==> config.mk <==
export PLATFORM = sky130hd
export DESIGN_NAME = mcu_instruction_decoder
export DESIGN_NICKNAME = d
export VERILOG_FILES = /design/src/rtl/dec_pkg.sv /design/src/rtl/q_phase_gen.sv /design/src/rtl/opcode_classifier.sv /design/src/rtl/mcu_instruction_decoder.sv
export SDC_FILE = /design/constraint.sdc
export NUM_CORES = 1
export LEC_CHECK = 0
export BUFFER_PORTS_ARGS = -buffer_cell sky130_fd_sc_hd__buf_2
export CAP_MARGIN = 15
export CORE_ASPECT_RATIO = 0.9
export CORE_UTILIZATION = 53
export DETAILED_ROUTE_END_ITERATION = 16
export HOLD_SLACK_MARGIN = 0.05
export PLACE_DENSITY = 0.81
export SETUP_SLACK_MARGIN = 0.4
export SLEW_MARGIN = 20
export SYNTH_ARGS = -nofsm -noshare
export SYNTH_HDL_FRONTEND = slang
export SYNTH_SLANG_ARGS = --single-unit
==> constraint.sdc <==
create_clock -name clk_sys -period 2.72 [get_ports clk_sys]
set_input_delay 0.544 -clock clk_sys [delete_from_list [all_inputs] [get_ports clk_sys]]
set_output_delay 0.544 -clock clk_sys [all_outputs]
set_load 0.03 [all_outputs]
==> src/rtl/dec_pkg.sv <==
// constants, encodings and the software map of the instruction decoder
// assumes one clock in which each edge is one oscillator period
package dec_pkg;

    // sub-phase of an instruction cycle, gray coded along Q1..Q4
    typedef enum logic [1:0] {
        Q1 = 2'b00,
        Q2 = 2'b01,
        Q3 = 2'b11,
        Q4 = 2'b10
    } q_phase_t;

    // operation class handed to the datapath
    typedef enum logic [2:0] {
        CLS_NOP     = 3'h0,
        CLS_BYTE    = 3'h1,
        CLS_BIT     = 3'h2,
        CLS_LIT     = 3'h3,
        CLS_CTRL    = 3'h4,
        CLS_TABLE   = 3'h5,
        CLS_ILLEGAL = 3'h6
    } op_class_t;

    // register byte offsets on the bus
    localparam logic [7:0] OFS_CTRL     = 8'h00;
    localparam logic [7:0] OFS_STATUS   = 8'h04;
    localparam logic [7:0] OFS_INSTR    = 8'h08;
    localparam logic [7:0] OFS_PSR      = 8'h0C;
    localparam logic [7:0] OFS_TBL_PTR  = 8'h10;
    localparam logic [7:0] OFS_TBL_LAT  = 8'h14;

    // field positions and reset values
    localparam int         IRQ_MASK_POS = 4;
    localparam logic [7:0] PSR_RESET    = 8'h3C;
    localparam logic [7:0] PSR_WMASK    = 8'h3F;
    localparam logic [0:0] CTRL_RESET   = 1'h1;
    localparam logic [15:0] TBL_RESET   = 16'h0000;

    // flag mask bit positions: carry, digit carry, zero, signed wrap
    localparam int FLG_C  = 0;
    localparam int FLG_DC = 1;
    localparam int FLG_Z  = 2;
    localparam int FLG_OV = 3;

    // instruction cycle lengths and sub-phases per cycle
    localparam logic [1:0] CYC_ONE   = 2'h1;
    localparam logic [1:0] CYC_TWO   = 2'h2;
    localparam int         Q_PER_CYC = 4;

endpackage

==> src/rtl/q_phase_gen.sv <==
// four sub-phase sequencer of the instruction cycle
// assumes every clk_sys edge is one oscillator period
`timescale 1ns/1ps
`default_nettype none
module q_phase_gen (
    // clock and reset
    input  wire logic              clk_sys,
    input  wire logic              rst_n,
    // current sub-phase
    output dec_pkg::q_phase_t      phase
);
    // whole state of the sequencer
    typedef struct packed {
        dec_pkg::q_phase_t ph;
    } qgen_state_t;

    qgen_state_t state_ff;   // registered state
    qgen_state_t nxt_state;  // next state

    // advance one sub-phase per oscillator period
    always_comb begin
        nxt_state = state_ff;
        unique case (state_ff.ph)
            dec_pkg::Q1: nxt_state.ph = dec_pkg::Q2;
            dec_pkg::Q2: nxt_state.ph = dec_pkg::Q3;
            dec_pkg::Q3: nxt_state.ph = dec_pkg::Q4;
            dec_pkg::Q4: nxt_state.ph = dec_pkg::Q1;
        endcase
    end

    // register the state
    always_ff @(posedge clk_sys or negedge rst_n) begin
        if (!rst_n) begin
            state_ff <= '{ph: dec_pkg::Q1};
        end else begin
            state_ff <= nxt_state;
        end
    end

    assign phase = state_ff.ph;
endmodule
`default_nettype wire

==> src/rtl/opcode_classifier.sv <==
// combinational sort of a 16-bit word into class and attributes
// assumes the caller registers the results
`timescale 1ns/1ps
`default_nettype none
module opcode_classifier (
    // word to sort
    input  wire logic [15:0]        word,
    // attributes
    output dec_pkg::op_class_t      op_class,
    output logic                    is_skip,
    output logic                    is_branch,
    output logic                    is_periph,
    output logic                    lit13,
    output logic                    dest_s_kind,
    output logic [3:0]              flag_mask
);
    // shortcuts on the opcode
    logic [6:0] op7;
    logic [3:0] lop;
    assign op7 = word[15:9];
    assign lop = word[11:8];

    // sort by the opcode bits only; operand bits never steer the class
    always_comb begin
        op_class    = dec_pkg::CLS_BYTE;
        is_skip     = 1'b0;
        is_branch   = 1'b0;
        is_periph   = 1'b0;
        lit13       = 1'b0;
        dest_s_kind = 1'b0;
        flag_mask   = 4'h0;
        if (word[15:14] == 2'b11) begin
            // long jump and call with 13-bit target
            op_class  = dec_pkg::CLS_CTRL;
            is_branch = 1'b1;
            lit13     = 1'b1;
        end else if (word[15:14] == 2'b01) begin
            // moves between file and peripheral registers
            is_periph = 1'b1;
        end else if (word[15:13] == 3'b100 || word[15:11] == 5'b00111) begin
            op_class = dec_pkg::CLS_BIT;
            is_skip  = (word[15:12] == 4'b1001);
        end else if (word[15:12] == 4'b1010) begin
            op_class = dec_pkg::CLS_TABLE;
        end else if (word[15:12] == 4'b1011) begin
            // literal group with 8-bit constant
            op_class = dec_pkg::CLS_LIT;
            unique case (lop)
                4'h0, 4'h8, 4'hA, 4'hC: flag_mask = 4'h0;
                4'h1, 4'h2: flag_mask = 4'hF;
                4'h3, 4'h4, 4'h5: flag_mask = 4'h4;
                4'h6, 4'h7: begin
                    op_class  = dec_pkg::CLS_CTRL;
                    is_branch = 1'b1;
                end
                default: op_class = dec_pkg::CLS_ILLEGAL;
            endcase
        end else if (word[15:8] == 8'h00) begin
            // control words without operand
            op_class = dec_pkg::CLS_CTRL;
            unique case (word[7:0])
                8'h00: op_class = dec_pkg::CLS_NOP;
                8'h02, 8'h05: is_branch = 1'b1;
                8'h03, 8'h04: is_branch = 1'b0;
                default: op_class = dec_pkg::CLS_ILLEGAL;
            endcase
        end else begin
            // byte group: flags, skips and alternate destination
            unique case (op7)
                7'h07, 7'h08, 7'h03, 7'h0A: flag_mask = 4'hF;
                7'h05, 7'h09: flag_mask = 4'h4;
                7'h17: flag_mask = 4'h1;
                7'h0B, 7'h0F, 7'h12, 7'h13, 7'h18, 7'h19:
                    is_skip = 1'b1;
                default: flag_mask = 4'h0;
            endcase
            dest_s_kind = (op7[6:2] == 5'b00101);
        end
    end
endmodule
`default_nettype wire

==> src/rtl/mcu_instruction_decoder.sv <==
// instruction decoder with sub-phase timing, table control and apb map
// assumes fetch holds instr_word until word_taken, and that cond_true
// from the datapath is valid at Q3 of the first cycle of a skip
//
// The address map and the APB interface to the registers were chosen for this implementation.
`timescale 1ns/1ps
`default_nettype none
module mcu_instruction_decoder #(
    parameter int WORD_W = 16
) (
    // clock and reset
    input  wire logic              clk_sys,
    input  wire logic              rst_n,
    // apb slave
    input  wire logic [7:0]        paddr,
    input  wire logic              psel,
    input  wire logic              penable,
    input  wire logic              pwrite,
    input  wire logic [31:0]       pwdata,
    output logic [31:0]            prdata,
    output logic                   pready,
    output logic                   pslverr,
    // fetch side
    input  wire logic [WORD_W-1:0] instr_word,
    input  wire logic              instr_valid,
    output logic                   word_taken,
    // datapath feedback
    input  wire logic              cond_true,
    // table logic side
    input  wire logic              tbl_load,
    input  wire logic [7:0]        tbl_load_byte,
    output logic [7:0]             tbl_sel_byte,
    output logic [15:0]            table_pointer,
    // decoded outputs
    output logic [1:0]             q_phase,
    output logic                   decode_strobe,
    output logic [2:0]             op_class,
    output logic                   forced_nop,
    output logic [7:0]             file_addr,
    output logic [4:0]             periph_addr,
    output logic [2:0]             bit_sel,
    output logic [12:0]            literal,
    output logic                   dest_acc,
    output logic                   dest_file,
    output logic [3:0]             flag_mask,
    output logic [1:0]             cycle_count,
    output logic                   tbl_upper,
    output logic                   tbl_inc,
    output logic                   global_irq_mask_bit
);
    // whole state of the decoder
    typedef struct packed {
        logic [31:0]        prdata;
        logic               pready;
        logic               pslverr;
        logic               enable;
        logic [7:0]         psr;
        logic [15:0]        tptr;
        logic [15:0]        tlat;
        logic [15:0]        instr;
        logic               taken;
        logic               strobe;
        dec_pkg::op_class_t cls;
        logic               fnop;
        logic [7:0]         faddr;
        logic [4:0]         paddr;
        logic [2:0]         bsel;
        logic [12:0]        lit;
        logic               dacc;
        logic               dfile;
        logic [3:0]         flags;
        logic [1:0]         cyc;
        logic               tup;
        logic               tinc;
        logic               skip;
        logic               second;
        logic [7:0]         tsel;
        logic [1:0]         qph;
    } dec_state_t;

    dec_state_t state_ff;   // registered state
    dec_state_t nxt_state;  // next state

    // sub-phase and word attributes from the leaf modules
    dec_pkg::q_phase_t  phase;      // current sub-phase
    dec_pkg::op_class_t w_class;    // class of the fetched word
    logic               w_skip;     // conditional skip
    logic               w_branch;   // alters the program counter
    logic               w_periph;   // peripheral move
    logic               w_lit13;    // 13-bit constant
    logic               w_skind;    // alternate destination form
    logic [3:0]         w_flags;    // flags the op updates
    logic [15:0]        word;       // fetched word at fixed width

    assign word = instr_word[15:0];

    // sub-phase sequencer
    q_phase_gen u_qgen (
        .clk_sys (clk_sys),
        .rst_n   (rst_n),
        .phase   (phase)
    );

    // opcode sorting
    opcode_classifier u_cls (
        .word        (word),
        .op_class    (w_class),
        .is_skip     (w_skip),
        .is_branch   (w_branch),
        .is_periph   (w_periph),
        .lit13       (w_lit13),
        .dest_s_kind (w_skind),
        .flag_mask   (w_flags)
    );

    // read-back word for an address, zero above narrow fields
    function automatic logic [31:0] rd_mux(input logic [7:0] a,
                                           input dec_state_t s);
        logic [31:0] v;
        v = 32'h0000_0000;
        unique case (a)
            dec_pkg::OFS_CTRL:    v = {31'h0, s.enable};
            dec_pkg::OFS_STATUS:  v = {22'h0, s.second, s.fnop, s.cyc,
                                       s.cls, s.skip, s.qph};
            dec_pkg::OFS_INSTR:   v = {16'h0, s.instr};
            dec_pkg::OFS_PSR:     v = {24'h0, s.psr};
            dec_pkg::OFS_TBL_PTR: v = {16'h0, s.tptr};
            dec_pkg::OFS_TBL_LAT: v = {16'h0, s.tlat};
            default:              v = 32'h0000_0000;
        endcase
        return v;
    endfunction

    // true when the address names a register
    function automatic logic addr_hit(input logic [7:0] a);
        return (a == dec_pkg::OFS_CTRL)    || (a == dec_pkg::OFS_STATUS) ||
               (a == dec_pkg::OFS_INSTR)   || (a == dec_pkg::OFS_PSR)    ||
               (a == dec_pkg::OFS_TBL_PTR) || (a == dec_pkg::OFS_TBL_LAT);
    endfunction

    // next-state logic: bus slave, sub-phase work, table control
    always_comb begin
        logic wr_go;
        logic long_now;
        wr_go = 1'b0;
        long_now = 1'b0;
        nxt_state = state_ff;
        nxt_state.taken  = 1'b0;
        nxt_state.strobe = 1'b0;
        nxt_state.qph    = phase;

        // apb: answer registered in setup, effect at the access edge
        if (psel && !penable) begin
            nxt_state.pready  = 1'b1;
            nxt_state.pslverr = !addr_hit(paddr);
            nxt_state.prdata  = pwrite ? 32'h0000_0000
                                       : rd_mux(paddr, state_ff);
        end else begin
            nxt_state.pready  = 1'b0;
            nxt_state.pslverr = 1'b0;
        end
        wr_go = psel && penable && pwrite && state_ff.pready;
        if (wr_go) begin
            unique case (paddr)
                dec_pkg::OFS_CTRL: nxt_state.enable = pwdata[0];
                dec_pkg::OFS_PSR:
                    nxt_state.psr = pwdata[7:0] & dec_pkg::PSR_WMASK;
                dec_pkg::OFS_TBL_PTR: nxt_state.tptr = pwdata[15:0];
                dec_pkg::OFS_TBL_LAT: nxt_state.tlat = pwdata[15:0];
                default: ;
            endcase
        end

        // table logic loads the selected half; wins over a bus write
        if (tbl_load) begin
            if (state_ff.tup) begin
                nxt_state.tlat[15:8] = tbl_load_byte;
            end else begin
                nxt_state.tlat[7:0] = tbl_load_byte;
            end
        end
        nxt_state.tsel = state_ff.tup ? state_ff.tlat[15:8]
                                      : state_ff.tlat[7:0];

        // per sub-phase activity
        unique case (phase)
            dec_pkg::Q1: begin
                nxt_state.strobe = 1'b1;
                if (state_ff.second) begin
                    // second cycle of a long instruction runs as nop
                    nxt_state.cls  = dec_pkg::CLS_NOP;
                    nxt_state.fnop = 1'b1;
                    nxt_state.skip = 1'b0;
                end else if (instr_valid && state_ff.enable) begin
                    // decode the fetched word
                    nxt_state.taken = 1'b1;
                    nxt_state.instr = word;
                    nxt_state.cls   = w_class;
                    nxt_state.fnop  = 1'b0;
                    nxt_state.faddr = word[7:0];
                    nxt_state.paddr = word[12:8];
                    nxt_state.bsel  = word[10:8];
                    // constant width per instruction; unused upper bits
                    // of short forms are not passed on
                    nxt_state.lit   = w_lit13 ? word[12:0]
                                              : {5'h00, word[7:0]};
                    nxt_state.flags = w_flags;
                    nxt_state.skip  = w_skip;
                    if (w_class == dec_pkg::CLS_BYTE && !w_periph) begin
                        if (w_skind) begin
                            nxt_state.dacc  = !word[8];
                            nxt_state.dfile = 1'b1;
                        end else begin
                            nxt_state.dacc  = !word[8];
                            nxt_state.dfile = word[8];
                        end
                    end else begin
                        nxt_state.dacc  = 1'b0;
                        nxt_state.dfile = (w_class == dec_pkg::CLS_BYTE);
                    end
                    if (w_class == dec_pkg::CLS_TABLE) begin
                        nxt_state.tup  = word[9];
                        // increment bit only in the long table forms;
                        // elsewhere that position is ignored
                        nxt_state.tinc = word[11] && word[8];
                    end else begin
                        nxt_state.tup  = 1'b0;
                        nxt_state.tinc = 1'b0;
                    end
                    long_now = w_branch || (w_class == dec_pkg::CLS_TABLE);
                    nxt_state.cyc = long_now ? dec_pkg::CYC_TWO
                                             : dec_pkg::CYC_ONE;
                end else begin
                    // nothing fetched or decoding disabled: idle cycle
                    nxt_state.cls   = dec_pkg::CLS_NOP;
                    nxt_state.fnop  = 1'b0;
                    nxt_state.skip  = 1'b0;
                    nxt_state.tinc  = 1'b0;
                    nxt_state.flags = 4'h0;
                    nxt_state.dacc  = 1'b0;
                    nxt_state.dfile = 1'b0;
                    nxt_state.cyc   = dec_pkg::CYC_ONE;
                end
            end
            dec_pkg::Q2: begin
                // operand read happens in the datapath
            end
            dec_pkg::Q3: begin
                // a true test stretches the instruction
                if (state_ff.skip && !state_ff.second && cond_true) begin
                    nxt_state.cyc = dec_pkg::CYC_TWO;
                end
            end
            dec_pkg::Q4: begin
                if (state_ff.second) begin
                    // last cycle ends; step the pointer after it
                    nxt_state.second = 1'b0;
                    if (state_ff.tinc) begin
                        nxt_state.tptr = state_ff.tptr + 16'h0001;
                    end
                end else if (state_ff.cyc == dec_pkg::CYC_TWO &&
                             state_ff.cls != dec_pkg::CLS_NOP) begin
                    nxt_state.second = 1'b1;
                end else if (state_ff.tinc) begin
                    nxt_state.tptr = state_ff.tptr + 16'h0001;
                end
            end
        endcase
    end

    // register the state
    always_ff @(posedge clk_sys or negedge rst_n) begin
        if (!rst_n) begin
            state_ff <= '{
                prdata: 32'h0000_0000,
                pready: 1'b0,
                pslverr: 1'b0,
                enable: dec_pkg::CTRL_RESET,
                psr: dec_pkg::PSR_RESET,
                tptr: dec_pkg::TBL_RESET,
                tlat: dec_pkg::TBL_RESET,
                instr: 16'h0000,
                taken: 1'b0,
                strobe: 1'b0,
                cls: dec_pkg::CLS_NOP,
                fnop: 1'b0,
                faddr: 8'h00,
                paddr: 5'h00,
                bsel: 3'h0,
                lit: 13'h0000,
                dacc: 1'b0,
                dfile: 1'b0,
                flags: 4'h0,
                cyc: dec_pkg::CYC_ONE,
                tup: 1'b0,
                tinc: 1'b0,
                skip: 1'b0,
                second: 1'b0,
                tsel: 8'h00,
                qph: 2'b10
            };
        end else begin
            state_ff <= nxt_state;
        end
    end

    // outputs straight from the state register
    assign prdata        = state_ff.prdata;
    assign pready        = state_ff.pready;
    assign pslverr       = state_ff.pslverr;
    assign word_taken    = state_ff.taken;
    assign tbl_sel_byte  = state_ff.tsel;
    assign table_pointer = state_ff.tptr;
    assign q_phase       = state_ff.qph;
    assign decode_strobe = state_ff.strobe;
    assign op_class      = state_ff.cls;
    assign forced_nop    = state_ff.fnop;
    assign file_addr     = state_ff.faddr;
    assign periph_addr   = state_ff.paddr;
    assign bit_sel       = state_ff.bsel;
    assign literal       = state_ff.lit;
    assign dest_acc      = state_ff.dacc;
    assign dest_file     = state_ff.dfile;
    assign flag_mask     = state_ff.flags;
    assign cycle_count   = state_ff.cyc;
    assign tbl_upper     = state_ff.tup;
    assign tbl_inc       = state_ff.tinc;
    assign global_irq_mask_bit = state_ff.psr[dec_pkg::IRQ_MASK_POS];
endmodule
`default_nettype wire

[After elaboration in Yosys (flattened, before gate mapping)]
Index checks and enable logic that the tools add are counted.
Word-level totals
  flip-flop bits (word level): 148
  latch bits: 0
  memory bits (writable): 0
  bits in read-only memories: 0
  logic and storage cells: 195
  memories: 0
Operators by class
  add/subtract/negate cells: 1
  $mul: 0
  div/mod/pow operators: 0
  magnitude comparators: 0
  equal/unequal tests: 48
  shift-type cells: 0
  muxes and demuxes: 75
  bitwise operators: 1
  reductions and logical operators: 43
Operators by type and width (number)
  $mux W16: 7
  $pmux W16 S6: 1
  $mux W32: 2
  $mux W41: 1
  $mux W39: 1
  $eq A7 B4 Y1 const B: 5
  $eq A7 B5 Y1 const B: 5
  $mux W4: 8
  $mux W8: 4
  $mux W1: 31
  $mux W29: 1
  $eq A4 B4 Y1 const B: 6
  $eq A8 B3 Y1 const B: 3
  $logic_not A8 Y1: 3
  $mux W3: 6
  $add A16 B1 Y16 const B: 1
  $eq A4 B3 Y1 const B: 4
  $eq A8 B2 Y1 const B: 2
  $eq A8 B4 Y1 const B: 2
  $eq A8 B5 Y1 const B: 2
  $eq A7 B3 Y1 const B: 2
  $mux W13: 1
  $mux W2: 6
  $pmux W3 S2: 2
  28 further kinds: 62

[Longest topological paths before layout]
Gate-level depths: netlist of run 1.
  word-level depth: 15
  mapped depth: 7
  gate-level depth less buffers: 6

[Hierarchy]
A second synthesis of run 1 with hierarchy kept.
Second synthesis, totals
  cells, all modules: 673
  area, all modules: 6185.9 um2
Modules (own cells, without submodules)
  mcu_instruction_decoder: times used 1, cells an instance 606, area an instance 5691.7 um2, seq. area each 2661.3 um2
  opcode_classifier: times used 1, cells an instance 63, area an instance 436.7 um2, seq. area each 0.0 um2
  q_phase_gen: times used 1, cells an instance 4, area an instance 57.6 um2, seq. area each 50.0 um2

[Worst setup path after synthesis of run 1]
Ideal clock, no wire load.
  kind: input port to flip-flop
  start point: input paddr[0]
  end point: register state_ff[86] (netlist name)
  setup time: 132 ps
  arrival: 2303 ps
  required time: 2588 ps
  slack: 285 ps
  stages: 6
  cells stage by stage: or4_4 or3_4 nor3_4 buf_12 mux2i_1 o21ai_1
RTL lines
  start: declaration: line mcu_instruction_decoder.sv:15  | input wire logic [7:0] paddr,
  end signal: assignment: line mcu_instruction_decoder.sv:274  | state_ff <= '{
  end signal: assignment: line mcu_instruction_decoder.sv:303  | state_ff <= nxt_state;
  end: declaration: line mcu_instruction_decoder.sv:81  | dec_state_t state_ff;

[Worst setup path in the final report of run 1]
  start point: input paddr[0]
  end point: register state_ff (netlist bit prdata[8])
On the way
  cells in the longest elaborated chain, start to end: 3
  elaborated cells on any way between the ends: 8
  classes of those cells: 5 x eq/ne; 2 x mux; 1 x reduce/logical
Ends and longest elaborated chain
  $eq A8 B5 Y1 (tied with other cells): line mcu_instruction_decoder.sv:121  | unique case (a)
  $pmux W16 S6 (*): line mcu_instruction_decoder.sv:121
  $mux W32 (*): line mcu_instruction_decoder.sv:156  | nxt_state.prdata = pwrite ? 32'h0000_0000
Mark *: on every way between the ends. The rest lies on a longest branch, timed or not.
A chain may end at the register's enable or synchronous reset.

==> results of run 1 <==
-- layout by cell type, fill, tap and decap left out, types with 4 or more instances in the layout --
cell,instances
o22ai_1,6
or3_1,5
and4_1,4
nor4_1,4
mux2i_1,27
nand4_1,4
conb_1,16
and3_1,6
a21oi_1,35
nand2_1,112
buf_2,144
buf_4,15
dfrtp_1,100
nand2b_1,5
dfstp_2,7
a211oi_1,13
o21ai_1,10
mux2_2,25
a22oi_1,6
nor2_1,35
o21ai_0,42
nor3_1,9
nand3_1,14
inv_1,10
a311oi_1,4
clkbuf_16,9
nor2b_1,5
o31ai_1,4
-- flip-flops by register name (all words and copies together) (netlist names), 2 cells and up --
signal and flops:
tbl_sel_byte 8, q_phase 2, prdata 16, state_ff 40
flag_mask 3, table_pointer 16, literal 5, u_qgen.phase 2
op_class 3, cycle_count 2
-- cells in the mapped netlist, types with 3 or more instances --
library cell  instances
nand2_1             112
dfrtp_1             100
buf_4                97
o21ai_0              42
a21oi_1              35
nor2_1               35
mux2i_1              27
clkbuf_1             26
mux2_2               25
nand3_1              14
a211oi_1             13
inv_1                10
o21ai_1              10
nor3_1                9
dfstp_2               7
a22oi_1               6
and3_1                6
o22ai_1               6
buf_1                 5
nand2b_1              5
nor2b_1               5
or3_1                 5
a311oi_1              4
and4_1                4
nand4_1               4
nor4_1                4
o31ai_1               4
a21o_1                3
a31oi_1               3
buf_2                 3
nand3b_1              3
o211ai_1              3
-- cell families (layout without fill, tap and decap cells) --
family / count (synthesis) / count (layout) / synth area share, %
AOI/OAI and AO/OA: 146 / 146 / 14.7
xor gates and xnor gates: 2 / 2 / 0.285
adders and majority gates: 1 / 1 / 0.204
buffers and inverters: 144 / 188 / 15.1
DFF: 107 / 107 / 43.7
muxes: 52 / 52 / 8.98
other: 1 / 16 / 0.0610
and+or+nand+nor: 221 / 221 / 17.0
-- routing by layer --
layer | share of wire, % | wire length, microns
met5 | 0 | 0
met4 | 3.2 | 523
met3 | 7.2 | 1160
met2 | 46 | 7370
met1 | 44 | 7100
-- power by group --
group	internal, mW	switching, mW
logic	0.113	0.251
clock network	0.673	0.586
registers	1.62	0.0211
-- worst min path at each step --
stage	from	endpoint	slack (ns)	cells past startpoint
2_1_floorplan	rst_n	cycle_count[1]$_DFFE_PN0P_	0.25	0
6_report	rst_n	tbl_sel_byte[5]$_DFF_PN0_	0.20	1
4_1_cts	rst_n	dest_file$_DFFE_PN0P_	0.22	1
5_1_grt	rst_n	state_ff[78]$_DFF_PN0_	0.23	1
3_3_place_gp	u_qgen.phase[1]$_DFF_PN0_	q_phase[1]$_DFF_PN1_	0.46	0
3_5_place_dp	u_qgen.phase[1]$_DFF_PN0_	q_phase[1]$_DFF_PN1_	0.46	0
-- metrics by stage --
step	setup slack (ns)	instances	instance area, sq um	utilization (%)
after floorplan	0.285	689	6210	-
after global placement	0.164	868	6370	57.8
after detailed placement	0.118	868	6370	57.8
after CTS	0.473	884	6660	60.4
after global routing	0.412	885	6680	60.5
final	0.502	885	6680	60.5
-- area by class of cell --
| cell class | instances | area share [%] |
|---|---|---|
| clock buffer | 11 | 3.79 |
| clock inverter | 5 | 0.562 |
| inverter | 11 | 0.618 |
| multi-input combinational | 438 | 38.9 |
| sequential | 107 | 40.2 |
| tap | 152 | 2.85 |
| timing repair buffer | 161 | 13.1 |
-- what timing repair did --
action,in CTS,in global routing
endpoints found under the hold margin,0,0
setup buffers,0,1
setup endpoints to repair,0,5
resized for setup,0,2
==> key figures, run 1 <==
Critical path
  – Max FO, Critical Path: 13
  – Crit path DAT: 2.46 ns
  – Delay-heaviest family, CP: simple AND/OR/NAND/NOR gates
  – Crit path kind: in -> reg
  – Worst Path Required: 2.97 ns
  – Worst path cell trace: buf_2 -> or4_4 -> or4_2 -> a21o_1 -> o21ai_0
  – Worst Reg-to-Reg Cells: 6
  – Slowest stage delay, CP: 0.69 ns
  – Worst path slowest cell: or4_2
  – CP startpoint kind: input port
  – Critical path depth: 5
  – Worst R2R Start: op_class[0]$_DFFE_PN0P_
  – Flop2flop setup slack: 0.64 ns
  – WP buf/inv: 1
  – R2r endpoint: table_pointer[11]$_DFF_PN0_
  – Worst Setup SP: paddr[0]
  – Critical Path End: prdata[8]$_DFFE_PN0P_
  – Element type at the critical path end: flop

Clock network
  – Clock tree buffer depth: 2
  – TritonCTS clock tree: yes
  – Inserted Clock Buffers: 9
  – CTS H-tree lvls: 3
  – CTS Sinks: 107
  – CTS Hold Buffers Added: 0
  – Worst-path clk slew: 0.07 ns
  – Clock latency on the worst-skew pair: 0.35 ns
  – Root buffer cell: clkbuf_16

Floorplan
  – Std-Cell Rows: 36
  – Die Y: 104 microns
  – CORE AREA: 11000 sq um
  – Die X: 116 microns
  – Top-level port count: 178
  – Starting Density: 55.7%
  – Die footprint: 12000 sq um

Finish
  – Register area: 2690 sq um
  – Area grow syn2layout: 8.63%
  – Multi-input combinational cell area: 2590 sq um
  – Fin nets: 801
  – Fillers: 919
  – Ant diodes: 0
  – Share of layout cells above drive strength 1: 30.3%

Route
  – # DRC: 0
  – Total vias in the final route: 5138
  – DR vias/cell: 5.81
  – 1st-iter DRT viols: 464
  – Routed WL per cell: 18.3 microns
  – Final WL: 16.2 mm
  – Antenna-violating nets left: 0
  – Pre-antenna DRT Iters: 5

Min path
  – Hold Crit Class: in -> async

Global route
  – GRT overflow: 0
  – Pin count of the biggest net entering global routing: 44
  – Met3 GRT Util: 5.42%
  – Most Crowded Layer GR: met2
  – Global Route Usage Sum: 27.6%
  – First-pass GRT wire length: 25.4 mm
  – Vias in the first global route: 4769
  – Met2 Resource Use GR: 42.3%
  – Met1 Resource Use GR: 38.5%
  – Initial antenna violation count: 0

Synth
  – Count of state elements after synthesis: 107
  – Post-synth ARST share: 100%
  – Syn. warnings: 0
  – Average size of a mapped cell: 9.12 sq um
  – Mapped Area: 6150 sq um
  – Yosys top cell by area: dfrtp_1
  – Post-synth top area share: 40.7%
  – Seq/Total Area, Yosys: 43.7%
  – Main area contributors after synthesis: dfrtp_1 41%, buf_4 12%, nand2_1 6.8%
  – Primary FF master, synth: dfrtp_1
  – Post-synth EDFFs: 0
  – Yosys cell types: 63
  – Cells after Synth: 674

Timing
  – Post-layout min period: 2.22 ns
  – Setup Viol. Count Final: 0
  – Worst slew margin: 60.6%
  – Fin crit share: 81.5%
  – Slew of the pin with the lowest slew margin: 0.591 ns
  – Max Clk Rate: 451 MHz
  – Fin. Hold Viols: 0
  – Final hold slack: 0.199 ns
  – RSZ-0062 raised after global routing: no
  – Slew Viols, Final: 0
  – Final setup TNS: 0 ns
  – Clk_skew: 0.0109 ns

Placement
  – Detailed Place HPWL: 12.0 mm
  – Final GP Congestion: 1.01
  – Port bufs: 145

Power and ir drop
  – Power, Total: 3.27 mW
  – Pwr dens: 489 nW/um^2
  – P_leak: 3.29 nW
  – VDD IR max: 0.262 mV

Job
  – Max-cap viol count: 0

Run status
  – Status: finished, final reports clean
Power figures use the tool's default switching activity.
==> inputs of run 2 (changes only) <==
==> constraint.sdc (replaced) <==
create_clock -name clk_sys -period 2.2 [get_ports clk_sys]
set_input_delay 0.44 -clock clk_sys [delete_from_list [all_inputs] [get_ports clk_sys]]
set_output_delay 0.44 -clock clk_sys [all_outputs]
set_load 0.03 [all_outputs]
==> key figures, run 2 (synthesis gave the netlist of run 1 again) <==
Critical path
  – Crit path kind: in -> reg
  – Crit path DAT: 2.35 ns
  – Worst Path Required: 2.42 ns
  – Element type at the critical path end: flop
  – Max FO, Critical Path: 7
  – CP startpoint kind: input port

Route
  – Total vias in the final route: 5308
  – DR vias/cell: 5.79
  – Pre-antenna DRT Iters: 5
  – Antenna-violating nets left: 0
  – 1st-iter DRT viols: 490
  – Final WL: 17.5 mm
  – # DRC: 0
  – Routed WL per cell: 19.1 microns

Global route
  – GRT overflow: 0
  – First-pass GRT wire length: 26.7 mm
  – Pin count of the biggest net entering global routing: 51
  – Global Route Usage Sum: 29.0%
  – Vias in the first global route: 4940
  – Initial antenna violation count: 0

Clock network
  – Clock latency on the worst-skew pair: 0.35 ns
  – Worst-path clk slew: 0.07 ns
  – CTS Sinks: 107
  – Inserted Clock Buffers: 9
  – Clock tree buffer depth: 2
  – Root buffer cell: clkbuf_16
  – TritonCTS clock tree: yes
  – CTS Hold Buffers Added: 0
  – CTS H-tree lvls: 3

Floorplan
  – Std-Cell Rows: 36
  – Die X: 116 microns
  – Die footprint: 12000 sq um
  – Die Y: 104 microns
  – CORE AREA: 11000 sq um
  – Top-level port count: 178
  – Starting Density: 55.7%

Timing
  – Worst slew margin: 35.6%
  – Slew Viols, Final: 0
  – Final setup TNS: 0 ns
  – Fin. Hold Viols: 0
  – Post-layout min period: 2.13 ns
  – Setup Viol. Count Final: 0
  – Final worst slack: 0.0738 ns
  – Final hold slack: 0.0708 ns
  – Slew of the pin with the lowest slew margin: 0.963 ns
  – Max Clk Rate: 470 MHz
  – Clk_skew: 0.0107 ns
  – RSZ-0062 raised after global routing: yes
  – Fin crit share: 96.6%

Power and ir drop
  – VDD IR max: 0.500 mV
  – Power, Total: 4.17 mW
  – P_leak: 3.49 nW
  – Pwr dens: 584 nW/um^2

Finish
  – Fin nets: 832
  – Share of layout cells above drive strength 1: 37.7%
  – Ant diodes: 0
  – Leading cell types in the layout, fill and taps excluded: 143 x buf_2, 110 x nand2_1, 97 x dfrtp_1
  – Commonest non-fill, non-tap cell in the layout: buf_2
  – Area grow syn2layout: 16.3%
  – Largest register FFs: 40
  – Largest Register: state_ff

Placement
  – Final GP Congestion: 1.03
  – Port bufs: 145
  – Setup WS pre-CTS: -0.215 ns
  – Detailed Place HPWL: 12.3 mm

Min path
  – Hold Crit Class: in -> async

Job
  – Max-cap viol count: 0

Run status
  – Status: finished, final reports clean
-- run 2: power breakdown --
| part | switching, mW | total [mW] | internal (mW) |
|---|---|---|---|
| logic | 0.324 | 0.471 | 0.148 |
| clock network | 0.743 | 1.67 | 0.926 |
| registers | 0.0276 | 2.03 | 2.01 |
-- run 2: timing repair --
item | 4_1_cts | 5_1_grt
setup buffers | 5 | 12
endpoints found under the setup margin | 66 | 59
cloned | 2 | 0
pin swaps | 12 | 12
resized for setup | 22 | 34
-- run 2: cell type report --
cell class,count,area [sq um]
Multi-Input combinational cell,440,2800
Fill cell,857,3890
Clock inverter,6,71.3
Tap cell,152,190
Timing Repair Buffer,190,1120
Clock buffer,10,239
Inverter,11,41.3
Sequential cell,107,2690
-- run 2: critical path, stage by stage --
cell	delay, ns
buf_6	0.09
or4_4	0.54
or4_4	0.54
buf_8	0.16
nor2_4	0.19
a211oi_2	0.06
a311oi_1	0.32
-- run 2: routing by layer --
| layer | part of all wire [%] | GRT usage [%] | wire [microns] | vias up |
|---|---|---|---|---|
| met5 | 0 | 0 | 0 | - |
| met4 | 2.4 | 10.4 | 429 | 0 |
| met3 | 9.3 | 6.88 | 1640 | 36 |
| met2 | 48 | 45.0 | 8400 | 311 |
| met1 | 40 | 39.5 | 7080 | 2553 |
| li1 | - | - | - | 2408 |
-- run 2: final timing paths --
check | depth (start not counted) | endpoint | start | slack (ns)
max | 7 | table_pointer[10]$_DFF_PN0_ | paddr[0] | 0.07
max in group asynchronous | 2 | state_ff[110]$_DFFE_PN1P_ | rst_n | 1.40
min | 1 | state_ff[86]$_DFF_PN0_ | rst_n | 0.07
max reg2reg | 6 | table_pointer[11]$_DFF_PN0_ | op_class[1]$_DFFE_PN0P_ | 0.17
min in group clk_sys | 3 | state_ff[64]$_DFFE_PN0P_ | instr_word[7] | 0.30
min reg2reg | 2 | literal[8]$_DFFE_PN0P_ | literal[8]$_DFFE_PN0P_ | 0.48
-- run 2: metrics by stage --
step / area [sq um] / cells / util (%)
finish: 7150 / 916 / 64.8
global route: 7150 / 916 / 64.8
CTS: 6930 / 904 / 62.8
detailed placement: 6470 / 881 / 58.7
global placement: 6470 / 881 / 58.7
floorplan: 6210 / 689 / -
==> inputs of run 3 (changes only) <==
--- a/config.mk
+++ b/config.mk
@@ -6,11 +6,12 @@
 export NUM_CORES = 1
 export LEC_CHECK = 0
 export BUFFER_PORTS_ARGS = -buffer_cell sky130_fd_sc_hd__buf_2
-export CAP_MARGIN = 15
+export CAP_MARGIN = 40
 export CORE_ASPECT_RATIO = 0.9
 export CORE_UTILIZATION = 53
 export DETAILED_ROUTE_END_ITERATION = 16
 export HOLD_SLACK_MARGIN = 0.05
+export MAX_ROUTING_LAYER = met4
 export PLACE_DENSITY = 0.81
 export SETUP_SLACK_MARGIN = 0.4
 export SLEW_MARGIN = 20
==> key figures, run 3 (synthesis gave the netlist of run 1 again) <==
Clock network
  – Root buffer cell: clkbuf_16
  – Clock tree buffer depth: 2
  – Inserted Clock Buffers: 9
  – TritonCTS clock tree: yes
  – CTS Hold Buffers Added: 0
  – CTS Sinks: 107
  – Clock latency on the worst-skew pair: 0.35 ns
  – CTS H-tree lvls: 3
  – Worst-path clk slew: 0.07 ns

Critical path
  – Element type at the critical path end: flop
  – Worst Path Required: 2.42 ns
  – CP startpoint kind: input port
  – Crit path DAT: 2.36 ns
  – Worst R2R Start: op_class[0]$_DFFE_PN0P_
  – Crit path kind: in -> reg
  – Worst Setup SP: paddr[6]
  – Max FO, Critical Path: 7

Finish
  – Final instance area: 7070 sq um
  – Multi-input combinational cell area: 2770 sq um
  – Area grow syn2layout: 15.0%
  – Commonest non-fill, non-tap cell in the layout: buf_2
  – Share of layout cells above drive strength 1: 35.7%
  – Fin nets: 828
  – Fillers: 908
  – Leading cell types in the layout, fill and taps excluded: 142 x buf_2, 109 x nand2_1, 99 x dfrtp_1
  – Register area: 2690 sq um
  – Largest Register: state_ff
  – Fin util: 64.0%
  – Fin cells: 912
  – Ant diodes: 0
  – Largest register FFs: 40

Floorplan
  – Die Y: 104 microns
  – Starting Density: 55.7%
  – Std-Cell Rows: 36
  – Die X: 116 microns
  – Top-level port count: 178
  – Die footprint: 12000 sq um
  – CORE AREA: 11000 sq um

Route
  – DR vias/cell: 5.73
  – Pre-antenna DRT Iters: 5
  – Routed WL per cell: 18.3 microns
  – # DRC: 0
  – Total vias in the final route: 5230
  – Antenna-violating nets left: 0
  – 1st-iter DRT viols: 428
  – Final WL: 16.7 mm

Power and ir drop
  – P_leak: 3.46 nW
  – Combinational fraction of design power: 11.8%
  – Psw: 1.05 mW
  – Sequential share of power: 51.1%
  – Switching Share: 26.4%
  – Power, Total: 3.98 mW
  – VDD IR max: 0.308 mV
  – Clk pwr share: 37.1%
  – Pwr dens: 563 nW/um^2
  – Internal power: 2.93 mW

Timing
  – Worst slew margin: 65.0%
  – Max Clk Rate: 466 MHz
  – Final worst slack: 0.0563 ns
  – Slew Viols, Final: 0
  – Fin. Hold Viols: 0
  – RSZ-0062 raised after global routing: yes
  – Fin crit share: 97.4%
  – Clk_skew: 0.0101 ns
  – Final hold slack: 0.0432 ns
  – Setup Viol. Count Final: 0
  – Post-layout min period: 2.14 ns
  – Slew of the pin with the lowest slew margin: 0.525 ns
  – Final setup TNS: 0 ns

Placement
  – Port bufs: 145
  – Final GP Congestion: 1.05
  – Detailed Place HPWL: 12.0 mm
  – Setup WS pre-CTS: -0.204 ns
  – DP Area: 6480 sq um
  – Placed Instances: 882

Global route
  – Global Route Usage Sum: 28.9%
  – GRT overflow: 0
  – Initial antenna violation count: 0
  – Vias in the first global route: 4885
  – First-pass GRT wire length: 25.9 mm
  – Pin count of the biggest net entering global routing: 41

Min path
  – Hold Crit Class: in -> async

Job
  – Max-cap viol count: 0

Run status
  – Status: finished, final reports clean
run 3: cell types whose count changed in the layout (fill, tap and decap cells not counted), moves of 3 or more:
cell | previous run | this run
mux2_2 | 25 | 19
mux2_4 | 0 | 6
o21ai_1 | 14 | 17
buf_6 | 4 | 10
buf_4 | 40 | 31
clkbuf_1 | 0 | 3
nor2_2 | 5 | 2
run 3: metal layers:
layer  wire (microns)  GRT usage (%)  up-vias
met4              446           11.9        0
met1             7060           39.3     2498
met5                0              -        -
met3             1270           4.02       40
met2             7880           43.4      285
li1                 -              -     2407
run 3: layout make-up:
cell class                 instances  share of cell area, %
sequential                       107                   38.0
multi-input combinational        440                   39.2
inverter                          11                  0.584
timing repair buffer             186                   15.7
clock buffer                      12                   3.35
clock inverter                     4                  0.390
tap                              152                   2.69
run 3: worst max-delay path, stage by stage:
cell	delay, ns
buf_6	0.09
or4_4	0.55
buf_6	0.13
or4_4	0.42
buf_8	0.16
nor2_4	0.18
a211oi_1	0.10
a311oi_1	0.30
run 3: repair_timing:
item	4_1_cts	5_1_grt
setup endpoints to repair	53	57
buffers inserted	3	9
resized for setup	34	22
endpoints found under the hold margin	0	0
pin swaps	12	11
cloned	2	0
run 3: power groups by stage:
stage,logic [mW],registers (mW),clock network [mW]
3_5_place_dp,0.454,2.07,0
2_1_floorplan,0.306,2.06,0
6_report,0.471,2.03,1.48
5_1_grt,0.508,2.04,1.57
3_3_place_gp,0.443,2.07,0
4_1_cts,0.462,2.03,1.49
run 3: final timing paths:
check	slack, ns	endpoint	cells past startpoint
worst max-delay path	0.06	table_pointer[10]$_DFF_PN0_	8
worst min-delay path	0.04	tbl_sel_byte[1]$_DFF_PN0_	1
worst max register to register	0.14	table_pointer[10]$_DFF_PN0_	6
worst min register to register	0.48	literal[12]$_DFFE_PN0P_	2
max in group asynchronous	1.47	global_irq_mask_bit$_DFFE_PN1P_	2
min in group clk_sys	0.30	state_ff[64]$_DFFE_PN0P_	3
